### src/pkg/plr_defines.vh
// Constants for the power-loss restart sequencer.
`ifndef PLR_DEFINES_VH
`define PLR_DEFINES_VH
// ----------------------------------------------------------------------------
// Register byte offsets
// ----------------------------------------------------------------------------
`define CTRL_OFF            5'h00
`define STARTF_OFF          5'h04
`define STATUS_OFF          5'h08
`define IRQ_STAT_OFF        5'h0c
`define IRQ_MASK_OFF        5'h10
// ----------------------------------------------------------------------------
// Field positions and codes
// ----------------------------------------------------------------------------
`define CTRL_SEL_LSB        0
`define CTRL_OCL_BIT        4
`define CTRL_CLR_BIT        8
`define ACT_TRIP_NOW        3'h0
`define ACT_TRIP_LATER      3'h1
`define ACT_RESTART_SAVED   3'h4
`define ACT_RESTART_START   3'h5
`define CTRL_RESET          3'h0
`define STARTF_MAX          10'h258
`define STARTF_RESET        10'h000
`define IRQ_UV_BIT          0
`define IRQ_ALARM_BIT       1
`define IRQ_RESTART_BIT     2
`define IRQ_TIMEOUT_BIT     3
// ----------------------------------------------------------------------------
// Timing
// ----------------------------------------------------------------------------
`define CLK_HZ              10000000
`define DEAD_MS             500
`define WAIT_MS             2000
`define DEAD_CYCLES         ((`CLK_HZ / 1000) * `DEAD_MS)
`define WAIT_CYCLES         ((`CLK_HZ / 1000) * `WAIT_MS)
`endif

### src/hw/power_loss_restart_control.v
// Power-loss restart sequencer with an AXI4-Lite register slave.
//
// The AXI4-Lite register port and the address map were decided locally.
`timescale 1ns/1ps
`include "plr_defines.vh"

// Contract
// Action selector: 0 trip now, 1 trip on recovery, 4 saved restart, 5 start restart.
// Bus undervoltage while running is taken as the start of a supply loss.
// Code 0: outputs off at once, alarm raised, no automatic restart.
// Code 1: outputs off without alarm; alarm only once supply recovers.
// Code 4: present output frequency is captured on undervoltage.
// Code 4: restart at captured frequency, limiter matches speed, ramp back up.
// With code 4 the configuring party also enables the overcurrent limiter.
// Code 5: outputs off; after recovery a run command restarts at start frequency.
// Restart waits at least half a second after undervoltage detection.
// Wait two seconds for run; in window restart, later restart at start frequency.
// External circuitry reasserts run within two seconds or latches it.
// Coast-to-stop during loss abandons the wait; next run uses start frequency.
// Start frequency ranges zero to sixty hertz in tenth-hertz steps.
// Inputs are sampled synchronous levels; windows counted from the system clock.
module power_loss_restart_control #(
   parameter DEAD_CYCLES = `DEAD_CYCLES,
   parameter WAIT_CYCLES = `WAIT_CYCLES,
   parameter FW          = 10
) (
   // Clock, reset, enable
   input  wire          aclk,
   input  wire          aresetn,
   input  wire          clk_en,
   // AXI4-Lite slave
   input  wire [4:0]    s_axi_awaddr,
   input  wire          s_axi_awvalid,
   output wire          s_axi_awready,
   input  wire [31:0]   s_axi_wdata,
   input  wire [3:0]    s_axi_wstrb,
   input  wire          s_axi_wvalid,
   output wire          s_axi_wready,
   output reg  [1:0]    s_axi_bresp,
   output reg           s_axi_bvalid,
   input  wire          s_axi_bready,
   input  wire [4:0]    s_axi_araddr,
   input  wire          s_axi_arvalid,
   output wire          s_axi_arready,
   output reg  [31:0]   s_axi_rdata,
   output reg  [1:0]    s_axi_rresp,
   output reg           s_axi_rvalid,
   input  wire          s_axi_rready,
   // Drive side
   input  wire          undervoltage,
   input  wire          run_command,
   input  wire          coast_stop_command,
   input  wire [FW-1:0] output_frequency,
   input  wire          speed_matched,
   output reg           outputs_enable_q,
   output reg           restart_q,
   output reg  [FW-1:0] restart_frequency_q,
   output reg           limiter_search_q,
   output reg           overcurrent_limiter_enable_q,
   output reg           uv_alarm_q,
   output wire          irq
);

   // ----------------------------------------------------------------------------
   // States
   // ----------------------------------------------------------------------------
   localparam [2:0] S_IDLE = 3'h0;
   localparam [2:0] S_RUN  = 3'h1;
   localparam [2:0] S_LOST = 3'h2;
   localparam [2:0] S_DEAD = 3'h3;
   localparam [2:0] S_WAIT = 3'h4;
   localparam [2:0] S_TRIP = 3'h5;
   localparam [2:0] S_SYNC = 3'h6;

   // ----------------------------------------------------------------------------
   // Input synchronisers
   // ----------------------------------------------------------------------------
   reg [2:0] meta_q;
   reg [2:0] sync_q;
   wire uv_s   = sync_q[0];
   wire run_s  = sync_q[1];
   wire coast_s = sync_q[2];

   // The undervoltage, run and coast levels cross two flip-flops before the sequencer reads any of them.
   // The first stage may be metastable, so nothing else looks at it.

   always @(posedge aclk) begin
      if (!aresetn) begin
         meta_q <= 3'h0;
         sync_q <= 3'h0;
      end else if (clk_en) begin
         meta_q <= {coast_stop_command, run_command, undervoltage};
         sync_q <= meta_q;
      end
   end

   // ----------------------------------------------------------------------------
   // Registers
   // ----------------------------------------------------------------------------
   reg [2:0]    sel_q;
   reg [FW-1:0] startf_q;
   reg [3:0]    irq_stat_q;
   reg [3:0]    irq_mask_q;
   reg [2:0]    state_q;
   reg [FW-1:0] saved_q;
   reg          cold_start_q;
   reg [31:0]   cnt_q;
   reg [4:0]    awaddr_q;
   reg [31:0]   wdata_q;
   reg          aw_full_q;
   reg          w_full_q;
   reg          alarm_clr;
   reg [3:0]    ev;

   // The interrupt stays high while any unmasked status bit is set.
   assign irq = |(irq_stat_q & irq_mask_q);
   assign s_axi_awready = !aw_full_q && !s_axi_bvalid;
   assign s_axi_wready  = !w_full_q && !s_axi_bvalid;
   assign s_axi_arready = !s_axi_rvalid;

   // Address and data wait in their own slots until both have arrived; the
   // register is updated and the response raised in the same cycle.
   wire do_write = aw_full_q && w_full_q && !s_axi_bvalid;
   wire wr_ctrl  = do_write && (awaddr_q == `CTRL_OFF);
   wire wr_sf    = do_write && (awaddr_q == `STARTF_OFF);
   wire wr_stat  = do_write && (awaddr_q == `IRQ_STAT_OFF);
   wire wr_mask  = do_write && (awaddr_q == `IRQ_MASK_OFF);
   wire hit      = (awaddr_q == `CTRL_OFF) || (awaddr_q == `STARTF_OFF) || (awaddr_q == `STATUS_OFF) ||
                   (awaddr_q == `IRQ_STAT_OFF) || (awaddr_q == `IRQ_MASK_OFF);

   always @(posedge aclk) begin
      if (!aresetn) begin
         aw_full_q    <= 1'b0;
         w_full_q     <= 1'b0;
         awaddr_q     <= 5'h00;
         wdata_q      <= 32'h0;
         s_axi_bvalid <= 1'b0;
         s_axi_bresp  <= 2'h0;
         sel_q        <= `CTRL_RESET;
         overcurrent_limiter_enable_q <= 1'b0;
         startf_q     <= `STARTF_RESET;
         irq_mask_q   <= 4'h0;
         alarm_clr    <= 1'b0;
      end else if (clk_en) begin
         alarm_clr <= 1'b0;
         if (s_axi_awvalid && s_axi_awready) begin
            aw_full_q <= 1'b1;
            awaddr_q  <= {s_axi_awaddr[4:2], 2'b00};
         end
         if (s_axi_wvalid && s_axi_wready) begin
            w_full_q <= 1'b1;
            wdata_q  <= s_axi_wdata & {{8{s_axi_wstrb[3]}}, {8{s_axi_wstrb[2]}},
                                       {8{s_axi_wstrb[1]}}, {8{s_axi_wstrb[0]}}};
         end
         if (do_write) begin
            aw_full_q    <= 1'b0;
            w_full_q     <= 1'b0;
            s_axi_bvalid <= 1'b1;
            s_axi_bresp  <= hit ? 2'h0 : 2'h2;
         end else if (s_axi_bvalid && s_axi_bready) begin
            s_axi_bvalid <= 1'b0;
         end
         if (wr_ctrl) begin
            sel_q <= wdata_q[`CTRL_SEL_LSB+2:`CTRL_SEL_LSB];
            overcurrent_limiter_enable_q <= wdata_q[`CTRL_OCL_BIT];
            alarm_clr <= wdata_q[`CTRL_CLR_BIT];
         end
         if (wr_sf) begin
            startf_q <= (wdata_q[FW-1:0] > `STARTF_MAX) ? `STARTF_MAX : wdata_q[FW-1:0];
         end
         if (wr_mask) begin
            irq_mask_q <= wdata_q[3:0];
         end
      end
   end

   // Set wins over the write-one clear.
   always @(posedge aclk) begin
      if (!aresetn) begin
         irq_stat_q <= 4'h0;
      end else if (clk_en) begin
         irq_stat_q <= (irq_stat_q & ~(wr_stat ? wdata_q[3:0] : 4'h0)) | ev;
      end
   end

   // A read is answered on the edge that takes its address; an unmapped
   // offset returns zero with an error response.
   always @(posedge aclk) begin
      if (!aresetn) begin
         s_axi_rvalid <= 1'b0;
         s_axi_rdata  <= 32'h0;
         s_axi_rresp  <= 2'h0;
      end else if (clk_en) begin
         if (s_axi_arvalid && s_axi_arready) begin
            s_axi_rvalid <= 1'b1;
            s_axi_rresp  <= 2'h0;
            case ({s_axi_araddr[4:2], 2'b00})
               `CTRL_OFF:     s_axi_rdata <= {27'h0, overcurrent_limiter_enable_q, 1'b0, sel_q};
               `STARTF_OFF:   s_axi_rdata <= {{(32-FW){1'b0}}, startf_q};
               `STATUS_OFF:   s_axi_rdata <= {{(16-FW){1'b0}}, saved_q, 8'h0, uv_alarm_q,
                                              outputs_enable_q, cold_start_q, 2'h0, state_q};
               `IRQ_STAT_OFF: s_axi_rdata <= {28'h0, irq_stat_q};
               `IRQ_MASK_OFF: s_axi_rdata <= {28'h0, irq_mask_q};
               default: begin
                  s_axi_rdata <= 32'h0;
                  s_axi_rresp <= 2'h2;
               end
            endcase
         end else if (s_axi_rvalid && s_axi_rready) begin
            s_axi_rvalid <= 1'b0;
         end
      end
   end

   // ----------------------------------------------------------------------------
   // Sequencer
   // ----------------------------------------------------------------------------
   // The dead time runs from the cycle in which undervoltage is acted on, so a
   // loss shorter than the dead time still waits the full interval. The wait
   // window for a run command starts only once the dead time is over.
   wire dead_done = (cnt_q >= DEAD_CYCLES - 1);
   wire wait_done = (cnt_q >= WAIT_CYCLES - 1);

   always @(posedge aclk) begin
      if (!aresetn) begin
         state_q             <= S_IDLE;
         cnt_q               <= 32'h0;
         saved_q             <= {FW{1'b0}};
         cold_start_q        <= 1'b0;
         outputs_enable_q    <= 1'b0;
         restart_q           <= 1'b0;
         restart_frequency_q <= {FW{1'b0}};
         limiter_search_q    <= 1'b0;
         uv_alarm_q          <= 1'b0;
         ev                  <= 4'h0;
      end else if (clk_en) begin
         restart_q <= 1'b0;
         ev        <= 4'h0;
         // An alarm clear is ignored while undervoltage is still present.
         if (alarm_clr && !uv_s) begin
            uv_alarm_q <= 1'b0;
         end
         case (state_q)
            S_IDLE: begin
               outputs_enable_q <= 1'b0;
               if (run_s && !uv_s && !uv_alarm_q) begin
                  outputs_enable_q    <= 1'b1;
                  restart_q           <= 1'b1;
                  restart_frequency_q <= startf_q;
                  state_q             <= S_RUN;
               end
            end
            // While a saved-frequency restart searches, the limiter lowers the frequency;
            // once speed is matched the captured frequency is handed back to the ramp.
            S_RUN: begin
               if (uv_s) begin
                  outputs_enable_q <= 1'b0;
                  limiter_search_q <= 1'b0;
                  ev[`IRQ_UV_BIT]  <= 1'b1;
                  cnt_q            <= 32'h0;
                  cold_start_q     <= 1'b0;
                  saved_q          <= output_frequency;
                  if (sel_q == `ACT_TRIP_NOW) begin
                     uv_alarm_q         <= 1'b1;
                     ev[`IRQ_ALARM_BIT] <= 1'b1;
                     state_q            <= S_TRIP;
                  end else begin
                     state_q <= S_LOST;
                  end
               end else if (!run_s || coast_s) begin
                  outputs_enable_q <= 1'b0;
                  limiter_search_q <= 1'b0;
                  state_q          <= S_IDLE;
               end else if (limiter_search_q && speed_matched) begin
                  limiter_search_q    <= 1'b0;
                  restart_frequency_q <= saved_q;
               end
            end
            // A coast command seen at any time during the loss forces a cold start.
            S_LOST: begin
               if (!dead_done) begin
                  cnt_q <= cnt_q + 32'h1;
               end
               if (coast_s) begin
                  cold_start_q <= 1'b1;
               end
               if (!uv_s) begin
                  if (sel_q == `ACT_TRIP_LATER) begin
                     uv_alarm_q         <= 1'b1;
                     ev[`IRQ_ALARM_BIT] <= 1'b1;
                     state_q            <= S_TRIP;
                  end else if (cold_start_q || coast_s) begin
                     state_q <= S_IDLE;
                  end else begin
                     state_q <= S_DEAD;
                  end
               end
            end
            S_DEAD: begin
               if (uv_s) begin
                  state_q <= S_LOST;
               end else if (dead_done) begin
                  cnt_q   <= 32'h0;
                  state_q <= S_WAIT;
               end else begin
                  cnt_q <= cnt_q + 32'h1;
               end
            end
            // Without a run command inside the window the sequencer drops to idle,
            // where a later run command starts from the start frequency.
            S_WAIT: begin
               cnt_q <= cnt_q + 32'h1;
               if (uv_s) begin
                  cnt_q   <= 32'h0;
                  state_q <= S_LOST;
               end else if (coast_s) begin
                  state_q <= S_IDLE;
               end else if (run_s) begin
                  outputs_enable_q    <= 1'b1;
                  restart_q           <= 1'b1;
                  ev[`IRQ_RESTART_BIT] <= 1'b1;
                  state_q             <= S_RUN;
                  if (sel_q == `ACT_RESTART_SAVED) begin
                     restart_frequency_q <= saved_q;
                     limiter_search_q    <= 1'b1;
                  end else begin
                     restart_frequency_q <= startf_q;
                  end
               end else if (wait_done) begin
                  ev[`IRQ_TIMEOUT_BIT] <= 1'b1;
                  state_q              <= S_IDLE;
               end
            end
            // A trip is left only after software has cleared the alarm.
            S_TRIP: begin
               outputs_enable_q <= 1'b0;
               if (!uv_alarm_q) begin
                  state_q <= S_IDLE;
               end
            end
            default: begin
               state_q <= S_IDLE;
            end
         endcase
      end
   end

endmodule // power_loss_restart_control

### config.mk
export PLATFORM = sky130hd
export DESIGN_NAME = power_loss_restart_control
export DESIGN_NICKNAME = d
export VERILOG_FILES = /design/src/hw/power_loss_restart_control.v
export VERILOG_INCLUDE_DIRS = /design/src /design/src/pkg
export SDC_FILE = /design/constraint.sdc
export NUM_CORES = 1
export LEC_CHECK = 0
export ABC_AREA = 0
export BUFFER_PORTS_ARGS = -buffer_cell sky130_fd_sc_hd__buf_2
export CAP_MARGIN = 20
export CORE_ASPECT_RATIO = 1.1
export CORE_MARGIN = 10
export CORE_UTILIZATION = 54
export CTS_CLUSTER_SIZE = 25
export DETAILED_ROUTE_END_ITERATION = 8
export PLACE_DENSITY_LB_ADDON = 0.15
export SLEW_MARGIN = 20
export SYNTH_ARGS = -nofsm -noshare
export SYNTH_HDL_FRONTEND = slang
export SYNTH_SLANG_ARGS = --single-unit
### constraint.sdc
create_clock -name aclk -period 5.6 [get_ports aclk]
set_input_delay 0.84 -clock aclk [delete_from_list [all_inputs] [get_ports aclk]]
set_output_delay 0.84 -clock aclk [all_outputs]
set_load 0.01 [all_outputs]
== Yosys cells after proc, flatten, opt, wreduce, memory -nomap -nowiden ==
Index checks and enable logic that the tools add are counted.
Storage, ports and cells
  input bits: 68
  logic and storage cells: 215
  bits in registers: 146
  output and inout bits: 57
Operators by class
  multiplexer cells: 83
  add/sub/neg operators: 1
  bitwise operators: 5
  equality and inequality tests: 33
  order comparisons: 3
  reduce and logical (&&, ||, !) cells: 63
Operators by type and width (number)
  $mux W32: 5
  $pmux W26 S5: 1
  $pmux W32 S4: 1
  $mux W10: 9
  $mux W3: 13
  $mux W1: 38
  $add A32 B1 Y32 const B: 1
  $ge A32 B23 Y1 const B: 1
  $ge A32 B25 Y1 const B: 1
  $pmux W10 S3: 1
  $ne A2 B2 Y1 const B: 14
  $reduce_and A2 Y1: 11
  $eq A3 B2 Y1 const B: 6
  $pmux W3 S6: 1
  $logic_and A1 B1 Y1: 17
  $eq A3 B3 Y1 const B: 5
  $mux W2: 7
  $reduce_and A7 Y1: 2
  $eq A3 B1 Y1 const B: 4
  $reduce_bool A2 Y1: 6
  $and A10 B10 Y10: 1
  $gt A10 B10 Y1 const B: 1
  $pmux W1 S2: 5
  $logic_not A3 Y1: 3
  other kinds (20): 34

== Depth between registers and ports, before layout ==
Gate-level depths: netlist of run 1.
  depth in word-level cells: 7
  gate-level depth with buffers: 10
  depth with buffers taken out: 7

== Worst setup path after synthesis of run 1 ==
OpenSTA, ideal clock, no wires.
  path kind: input -> register
  start point: input clk_en
  end point: register cnt_q[0]
  path slack: 3.102 ns
  buffers on the path: 4
  required time: 5.481 ns
  stages on the path: 10
  library setup time: 0.119 ns
  arrival: 2.380 ns
  cell sequence: clkbuf_1 inv_1 nor3_1 o21ai_0 o22a_1 buf_6 buf_6 o21ai_2 buf_2 nor2_1
Between the ends
  longest elaborated chain between the ends: 1
Ends and longest elaborated chain
  start, declared: line power_loss_restart_control.v:30  | input wire clk_en,
  $reduce_and A5 Y1 (no source line)
  end signal, assigned: line power_loss_restart_control.v:282  | cnt_q <= cnt_q + 32'h1;
  end signal, assigned: line power_loss_restart_control.v:306  | cnt_q <= cnt_q + 32'h1;
  end signal, assigned: line power_loss_restart_control.v:312  | cnt_q <= cnt_q + 32'h1;
  end, declared: line power_loss_restart_control.v:107  | reg [31:0] cnt_q;
Every way passes these cells.
A chain may end at the register's enable or synchronous reset.

== Worst setup path after layout of run 1 ==
  start point: input clk_en
  end point: register cnt_q[26]
Same word-level chain as after synthesis.

==> summary.md, run 1 <==
| Metric | Value |
|---|---|
| Status | `completed` |
| CTS tree | `done` |
| Clk pin slew, worst setup/hold paths | `0.05 ns` |
| CP most frequent cell | `buf_4` |
| I/O pin total | `125` |
| Yosys warns | `0` |
| Setup CP Type | `in -> reg` |
| Cells after Synth | `765` |
| Layout filler cell count | `979` |
| CP Max Fanout | `38` |
| Internal Pwr Total | `1.63 mW` |
| Slew @ Worst Pin | `1.04 ns` |
| Worst R2R End | `cnt_q[26]` |
| WL final | `16.4 mm` |
| Switching power | `0.530 mW` |
| HPWL Detailed | `11.6 mm` |
| Worst Setup SP | `clk_en` |
| Initial core utilization | `0.552` |
| Slew Limit Fails | `0` |
| Synth unique cells | `66` |
| Max_cap viols | `0` |
| H-tree levels | `4` |
| Sw frac | `0.246` |
| Post-route ant nets | `0` |
| Nets@finish | `886` |
| Sequential fraction of the synthesis area | `0.419` |
| Rows | `41` |
| Hold_buf cts | `0` |
| Hold endpoint | `ev[2]` |
| Die Area | `16400 sq um` |
| I/O Buffers | `82` |
| Worst hold path depth | `2` |
| Arr. time, crit path | `3.47 ns` |
| Fin. Hold Viols | `0` |
| Fmax | `317 MHz` |
| Post-Syn Area per Cell | `8.25 sq um` |
| RSZ-0062 raised after global routing | `no` |
| Setup TNS | `0 ns` |
| Worst skew pair latency | `0.41 ns` |
| FF+latch area | `2640 sq um` |
| R2r worst-path depth | `7` |
| Number of antenna violations at the first check in global routing | `0` |
| Rel. slew slack | `0.307` |
| VDD IR max | `184 uV` |
| RePlAce Congestion | `0.852` |
| Setup bufs post-CTS | `0` |
| Worst setup EP type | `flop` |
| Period Utilization, post-route | `0.563` |
| Post-cts sizing count | `0` |
| Die Ht | `133 microns` |
| Starting DRT DRC Count | `588` |
| TritonRoute pass-1 iters | `5` |
| Power share of the sequential group | `0.452` |
| GR Overflow Total | `0` |
| Multi-input logic area | `3340 sq um` |
| Final core utilization | `0.631` |
| Slowest stage cell, crit path | `or4_1` |
| Area Growth Syn to Fin | `14.4%` |
| Power density over the cells | `299 nW/um^2` |
| Async set-or-reset flop fraction in the synthesized netlist | `0` |
| Min cycle time layout | `3.15 ns` |
| Dominant synthesized flop cell | `dfxtp_1` |
| Core ar. | `11400 sq um` |
| Ant. Diodes | `0` |
| Via count | `5832` |
| GRT Total Usage | `0.194` |
| Comb pwr share | `0.073` |
| Global-route wire length before repair | `26.5 mm` |
| Worst hold path class | `reg -> reg` |
| Worst Skew | `0.00819 ns` |
| Clock tree buffer depth | `2` |
| Yosys reg bits | `132` |
| Worst-path cell chain | `buf_2 -> buf_4 -> inv_1 -> nor3_1 -> o21ai_0 -> o22a_1 -> buf_4 -> or4_1 -> a21oi_1` |
| Clock Power Share | `0.476` |
| Die width | `123 microns` |
| EDFF count, synth | `0` |
| CP max stage delay | `0.53 ns` |
| Largest net degree at the start of global routing | `78` |
| DRC viols | `0` |
| Flop-to-flop setup slack | `2.52 ns` |
| Post-Syn Area | `6310 sq um` |
| Setup Viol. Count Final | `0` |
| Num Clock Sinks | `132` |
| Via density | `5.96` |
| Leakage power | `2.73 nW` |
| Vias in the first global route | `5271` |
| Routed WL per cell | `16.7 microns` |
| Clock Root Buffer | `clkbuf_16` |
| RR Startpoint | `state_q[2]` |
| Worst setup SP type | `input pin` |
| WP data required | `5.92 ns` |
| Share of layout cells above drive strength 1 | `0.162` |
| Hold path startpoint | `ev[2]` |
| Num CTS Buffers | `17` |
per-layer routing:
metal	vias to the layer above	track usage	share of wire
met3	18	0.0490	0.078
met5	-	0	0
met2	207	0.297	0.47
li1	2889	-	-
met1	2718	0.265	0.44
met4	0	0.0525	0.012
synthesized netlist by cell type (all sizes together) (7+ instances only):
cell     number  area (sq um)
nand3        29           145
nor2b         8          50.1
a211oi       13          97.6
or4          21           165
nor3b         9          67.6
nor3         13          65.1
a22oi        31           233
a21oi        73           373
nor2         90           338
dfxtp       132          2640
nand2        85           319
o31ai        14           105
clkbuf       44           165
buf          25           175
a2bb2oi       7          61.3
and3         10          62.6
mux2i        35           350
o21ai        22           114
inv           9          33.8
worst max-delay path by stage:
stage	to
2_1_floorplan	cnt_q[0]
3_3_place_gp	cnt_q[25]
3_5_place_dp	cnt_q[26]
4_1_cts	cnt_q[26]
5_1_grt	cnt_q[26]
6_report	cnt_q[26]
layout make-up:
| class | count | share of cell area |
|---|---|---|
| inverters | 9 | 0.00468 |
| repair buffers | 89 | 0.0641 |
| multi-input cells | 568 | 0.463 |
| well taps | 150 | 0.0260 |
| clock inverters | 12 | 0.0151 |
| flip-flops and latches | 132 | 0.366 |
| clock buffers | 18 | 0.0608 |
critical path, delay by kind of cell:
family	cells	cell delay (ns)
and+or+nand+nor	2	0.77
buffers and inverters	4	1.08
AOI/OAI and AO/OA	3	0.75
stage by stage:
stage          setup WS, ns  std cells  total power, mW  area, sq um  hold WS, ns
6_report               2.45        978             2.16         7220        0.464
5_1_grt                2.24        978             2.23         7220        0.484
4_1_cts                2.46        978             2.17         7220        0.466
3_5_place_dp           2.05        948             1.15         6670        0.462
3_3_place_gp           2.12        948             1.14         6670        0.456
2_1_floorplan          3.10        778             1.11         6360        0.441
layout by cell type, fill, tap and decap left out, drive strengths merged, types with 7 or more instances in the layout:
| cell | Yosys | final |
|---|---|---|
| a211oi | 13 | 13 |
| a21oi | 73 | 73 |
| a22oi | 31 | 31 |
| a2bb2oi | 7 | 7 |
| and3 | 10 | 10 |
| buf | 25 | 89 |
| clkbuf | 44 | 18 |
| clkinv | 0 | 7 |
| conb | 1 | 14 |
| dfxtp | 132 | 132 |
| inv | 9 | 11 |
| mux2i | 35 | 35 |
| nand2 | 85 | 85 |
| nand3 | 29 | 29 |
| nor2 | 90 | 90 |
| nor2b | 8 | 8 |
| nor3 | 13 | 13 |
| nor3b | 9 | 9 |
| o21ai | 22 | 22 |
| o31ai | 14 | 14 |
| or4 | 21 | 21 |
power groups by stage:
stage	Combinational, mW	Sequential, mW	Clock, mW
detailed placement	0.155	0.994	0
finish	0.157	0.974	1.03
CTS	0.156	0.973	1.04
global placement	0.152	0.993	0
floorplan	0.127	0.986	0
global route	0.174	0.976	1.08
sequential cells by signal (all words and copies together) (netlist names), 3 cells and up:
register / flops
cnt_q: 32
s_axi_rdata: 20
restart_frequency_q: 10
saved_q: 10
startf_q: 10
wdata_q: 10
ev: 4
irq_mask_q: 4
irq_stat_q: 4
awaddr_q: 3
meta_q: 3
sel_q: 3
state_q: 3
sync_q: 3
logic make-up (layout without fill, tap and decap cells):
logic type	count (synthesis)	after routing	synth area share
AND/OR/NAND/NOR	309	309	0.244
AO/OA/AOI/OAI	207	207	0.217
flip-flops	132	132	0.419
buffers and inverters	78	128	0.0593
multiplexers	35	35	0.0555
XOR/XNOR	2	2	0.00278
adder cells (fa/ha/maj)	1	1	0.00198
other	1	14	0.000594
No activity file was read; power rests on OpenSTA's default activity.
==> run 2, diff against run 1 <==
ABC_AREA = 1   (was 0)
clock period = 3.26 ns   (was 5.6 ns; I/O delays follow)
==> summary.md, run 2 <==
| Metric | Value |
|---|---|
| Worst-path cell chain | `ha_1 -> inv_1 -> nor2_4 -> nand2_2 -> nand2_1 -> nand2_1 -> nand2_1 -> nand2_1 -> nand2_2 -> nand2_1 -> nand2_2 -> nor2_1 -> nor2_4 -> inv_2 -> nor2_1 (was buf_2 -> buf_4 -> inv_1 -> nor3_1 -> o21ai_0 -> o22a_1 -> buf_4 -> or4_1 -> a21oi_1)` |
| Leakage power | `3.32 nW (was 2.73 nW)` |
| Setup TNS | `0 ns (unchanged)` |
| Number of antenna violations at the first check in global routing | `0 (unchanged)` |
| CP Max Fanout | `11 (was 38)` |
| Die Ht | `137 microns (was 133 microns)` |
| Async set-or-reset flop fraction in the synthesized netlist | `0 (unchanged)` |
| Clock tree buffer depth | `2 (unchanged)` |
| EDFF count, synth | `0 (unchanged)` |
| Num Clock Sinks | `132 (unchanged)` |
| Area Growth Syn to Fin | `14.9% (was 14.4%)` |
| Most frequent cells after synthesis | `254 x nand2_1, 147 x nor2_1, 132 x dfxtp_1, 101 x inv_1, 88 x a21oi_1 (was 132 x dfxtp_1, 90 x nor2_1, 85 x nand2_1, 71 x a21oi_1, 44 x clkbuf_1)` |
| VDD IR max | `389 uV (was 184 uV)` |
| Via count | `6685 (was 5832)` |
| I/O pin total | `125 (unchanged)` |
| Area leader, netlist | `dfxtp_1 (unchanged)` |
| Slew @ Worst Pin | `0.850 ns (was 1.04 ns)` |
| I/O Buffers | `82 (unchanged)` |
| Core ar. | `12100 sq um (was 11400 sq um)` |
| CP max stage delay | `0.34 ns (was 0.53 ns)` |
| Worst hold path class | `in -> reg (was reg -> reg)` |
| RR Startpoint | `cnt_q[0] (was state_q[2])` |
| Most frequent cells in the layout | `254 x nand2_1, 147 x nor2_1, 132 x dfxtp_1 (was 132 x dfxtp_1, 90 x nor2_1, 85 x nand2_1)` |
| HPWL Detailed | `13.8 mm (was 11.6 mm)` |
| Yosys reg bits | `132 (unchanged)` |
| Biggest regs | `cnt_q: 32 flops, s_axi_rdata: 20 flops (unchanged)` |
| Dominant synthesized flop cell | `dfxtp_1 (unchanged)` |
| Power density over the cells | `594 nW/um^2 (was 299 nW/um^2)` |
| Post-Syn Area per Cell | `6.56 sq um (was 8.25 sq um)` |
| Global-route wire length before repair | `30.5 mm (was 26.5 mm)` |
| Worst Skew | `0.00628 ns (was 0.00819 ns)` |
| Setup bufs post-CTS | `0 (unchanged)` |
| Yosys warns | `0 (unchanged)` |
| Clock Root Buffer | `clkbuf_16 (unchanged)` |
| Post-cts sizing count | `0 (unchanged)` |
| Fin. Hold Viols | `0 (unchanged)` |
| H-tree levels | `4 (unchanged)` |
| Most area-consuming cells after synthesis | `dfxtp_1 39%, nand2_1 14%, nor2_1 8.2% (was dfxtp_1 42%, a21oi_1 5.6%, mux2i_1 5.6%)` |
| Largest net degree at the start of global routing | `63 (was 78)` |
| Share of layout cells above drive strength 1 | `0.150 (was 0.162)` |
| Commonest non-fill, non-tap cell in the layout | `nand2_1 (was dfxtp_1)` |
| Slew Limit Fails | `0 (unchanged)` |
| Min cycle time layout | `2.35 ns` |
| Setup Viol. Count Final | `0 (unchanged)` |
| Arr. time, crit path | `2.65 ns (was 3.47 ns)` |
| WL final | `18.8 mm (was 16.4 mm)` |
| RePlAce Congestion | `0.904 (was 0.852)` |
| Fmax | `426 MHz` |
| Ant. Diodes | `0 (unchanged)` |
| Setup CP Type | `reg -> reg (was in -> reg)` |
| Vias in the first global route | `6298 (was 5271)` |
| Post-Syn Area | `6760 sq um (was 6310 sq um)` |
| Die width | `127 microns (was 123 microns)` |
| Synth unique cells | `41 (was 66)` |
| Hold_buf cts | `0 (unchanged)` |
| CP most frequent cell | `nand2_1 (was buf_4)` |
| WP data required | `3.56 ns (was 5.92 ns)` |
| Worst setup EP type | `flop (unchanged)` |
| GRT Total Usage | `0.214 (was 0.194)` |
| RSZ-0062 raised after global routing | `no (unchanged)` |
| Routed WL per cell | `14.8 microns (was 16.7 microns)` |
| Worst skew pair latency | `0.42 ns (was 0.41 ns)` |
| Max_cap viols | `0 (unchanged)` |
| Slowest stage cell, crit path | `dfxtp_1 (was or4_1)` |
| Num CTS Buffers | `17 (unchanged)` |
| Die Area | `17400 sq um (was 16400 sq um)` |
| Worst Setup SP | `cnt_q[0] (was clk_en)` |
| GR Overflow Total | `0 (unchanged)` |
| Period Utilization, post-route | `0.721` |
| Sequential fraction of the synthesis area | `0.391 (was 0.419)` |
| Rel. slew slack | `0.428 (was 0.307)` |
| Total Power | `4.61 mW (was 2.16 mW)` |
| Post-synth top area share | `0.391 (was 0.419)` |
| Max reg flops | `32 (unchanged)` |
| CTS tree | `done (unchanged)` |
| Nets@finish | `1171 (was 886)` |
| Cell with the most instances after synthesis | `nand2_1 (was dfxtp_1)` |
| Worst setup SP type | `flop (was input pin)` |
| Hold path startpoint | `output_frequency[4] (was ev[2])` |
| Via density | `5.27 (was 5.96)` |
| Status | `completed (unchanged)` |
| DRC viols | `0 (unchanged)` |
| Cells after Synth | `1030 (was 765)` |
| Rows | `42 (was 41)` |
| Post-route ant nets | `0 (unchanged)` |
| Clk pin slew, worst setup/hold paths | `0.06 ns (was 0.05 ns)` |
| Initial core utilization | `0.557 (was 0.552)` |
| TritonRoute pass-1 iters | `5 (unchanged)` |
| Largest Register | `cnt_q (unchanged)` |
| Starting DRT DRC Count | `438 (was 588)` |
[run 2: per-layer routing]
metal  vias to the layer above  routed length [microns]  global-route usage
met4                         0                      457              0.0930
met5                         -                        0                   0
met2                       169                     9390               0.373
li1                       3453                        -                   -
met1                      3025                     8050               0.245
met3                        38                      877              0.0488
[run 2: worst paths after layout]
path,end,slack (ns),cells past startpoint
worst max-delay path,cnt_q[2],0.91,15
worst min-delay path,saved_q[4],0.29,3
worst max register to register,cnt_q[2],0.91,15
worst min register to register,irq_stat_q[3],0.46,2
[run 2: logic make-up (layout without fill, tap and decap cells)]
| kind of cell | after synthesis | in the layout | share of synthesized area |
|---|---|---|---|
| and+or+nand+nor | 532 | 532 | 0.337 |
| DFF | 132 | 132 | 0.391 |
| other | 1 | 14 | 0.000555 |
| xor gates and xnor gates | 2 | 2 | 0.00259 |
| AOI/OAI and AO/OA | 200 | 200 | 0.161 |
| buffers and inverters | 162 | 234 | 0.106 |
| adders and majority gates | 1 | 1 | 0.00185 |
[run 2: layout make-up]
cell class / instances / area, sq um
fill: 1152 / 4370
multi-input combinational: 749 / 3450
sequential: 132 / 2640
timing repair buffer: 89 / 463
clock buffer: 17 / 425
inverter: 113 / 424
tap: 154 / 193
clock inverter: 15 / 171
[run 2: power breakdown]
part           switching, mW  total, mW  leakage [nW]  internal [mW]
clock network          0.778       1.92         0.285           1.15
registers             0.0797       1.79          1.07           1.71
logic                  0.637      0.895          1.97          0.258
[run 2: worst max-delay path: cells and delay by family, from the launching register on]
kind	cells	cell delay, ns
adder cells (fa/ha/maj)	1	0.22
buffers and inverters	2	0.41
AND/OR/NAND/NOR	12	1.26
flip-flops	1	0.34
[run 2: stage by stage]
step | hold WS (ns) | util | worst slack (ns) | cells | area [sq um]
after floorplan | 0.433 | - | 1.49 | 1043 | 6810
after global placement | 0.447 | 0.591 | 0.958 | 1237 | 7170
after detailed placement | 0.451 | 0.591 | 0.922 | 1237 | 7170
after CTS | 0.281 | 0.640 | 0.913 | 1269 | 7770
after global routing | 0.287 | 0.640 | 0.699 | 1269 | 7770
final | 0.291 | 0.640 | 0.911 | 1269 | 7770
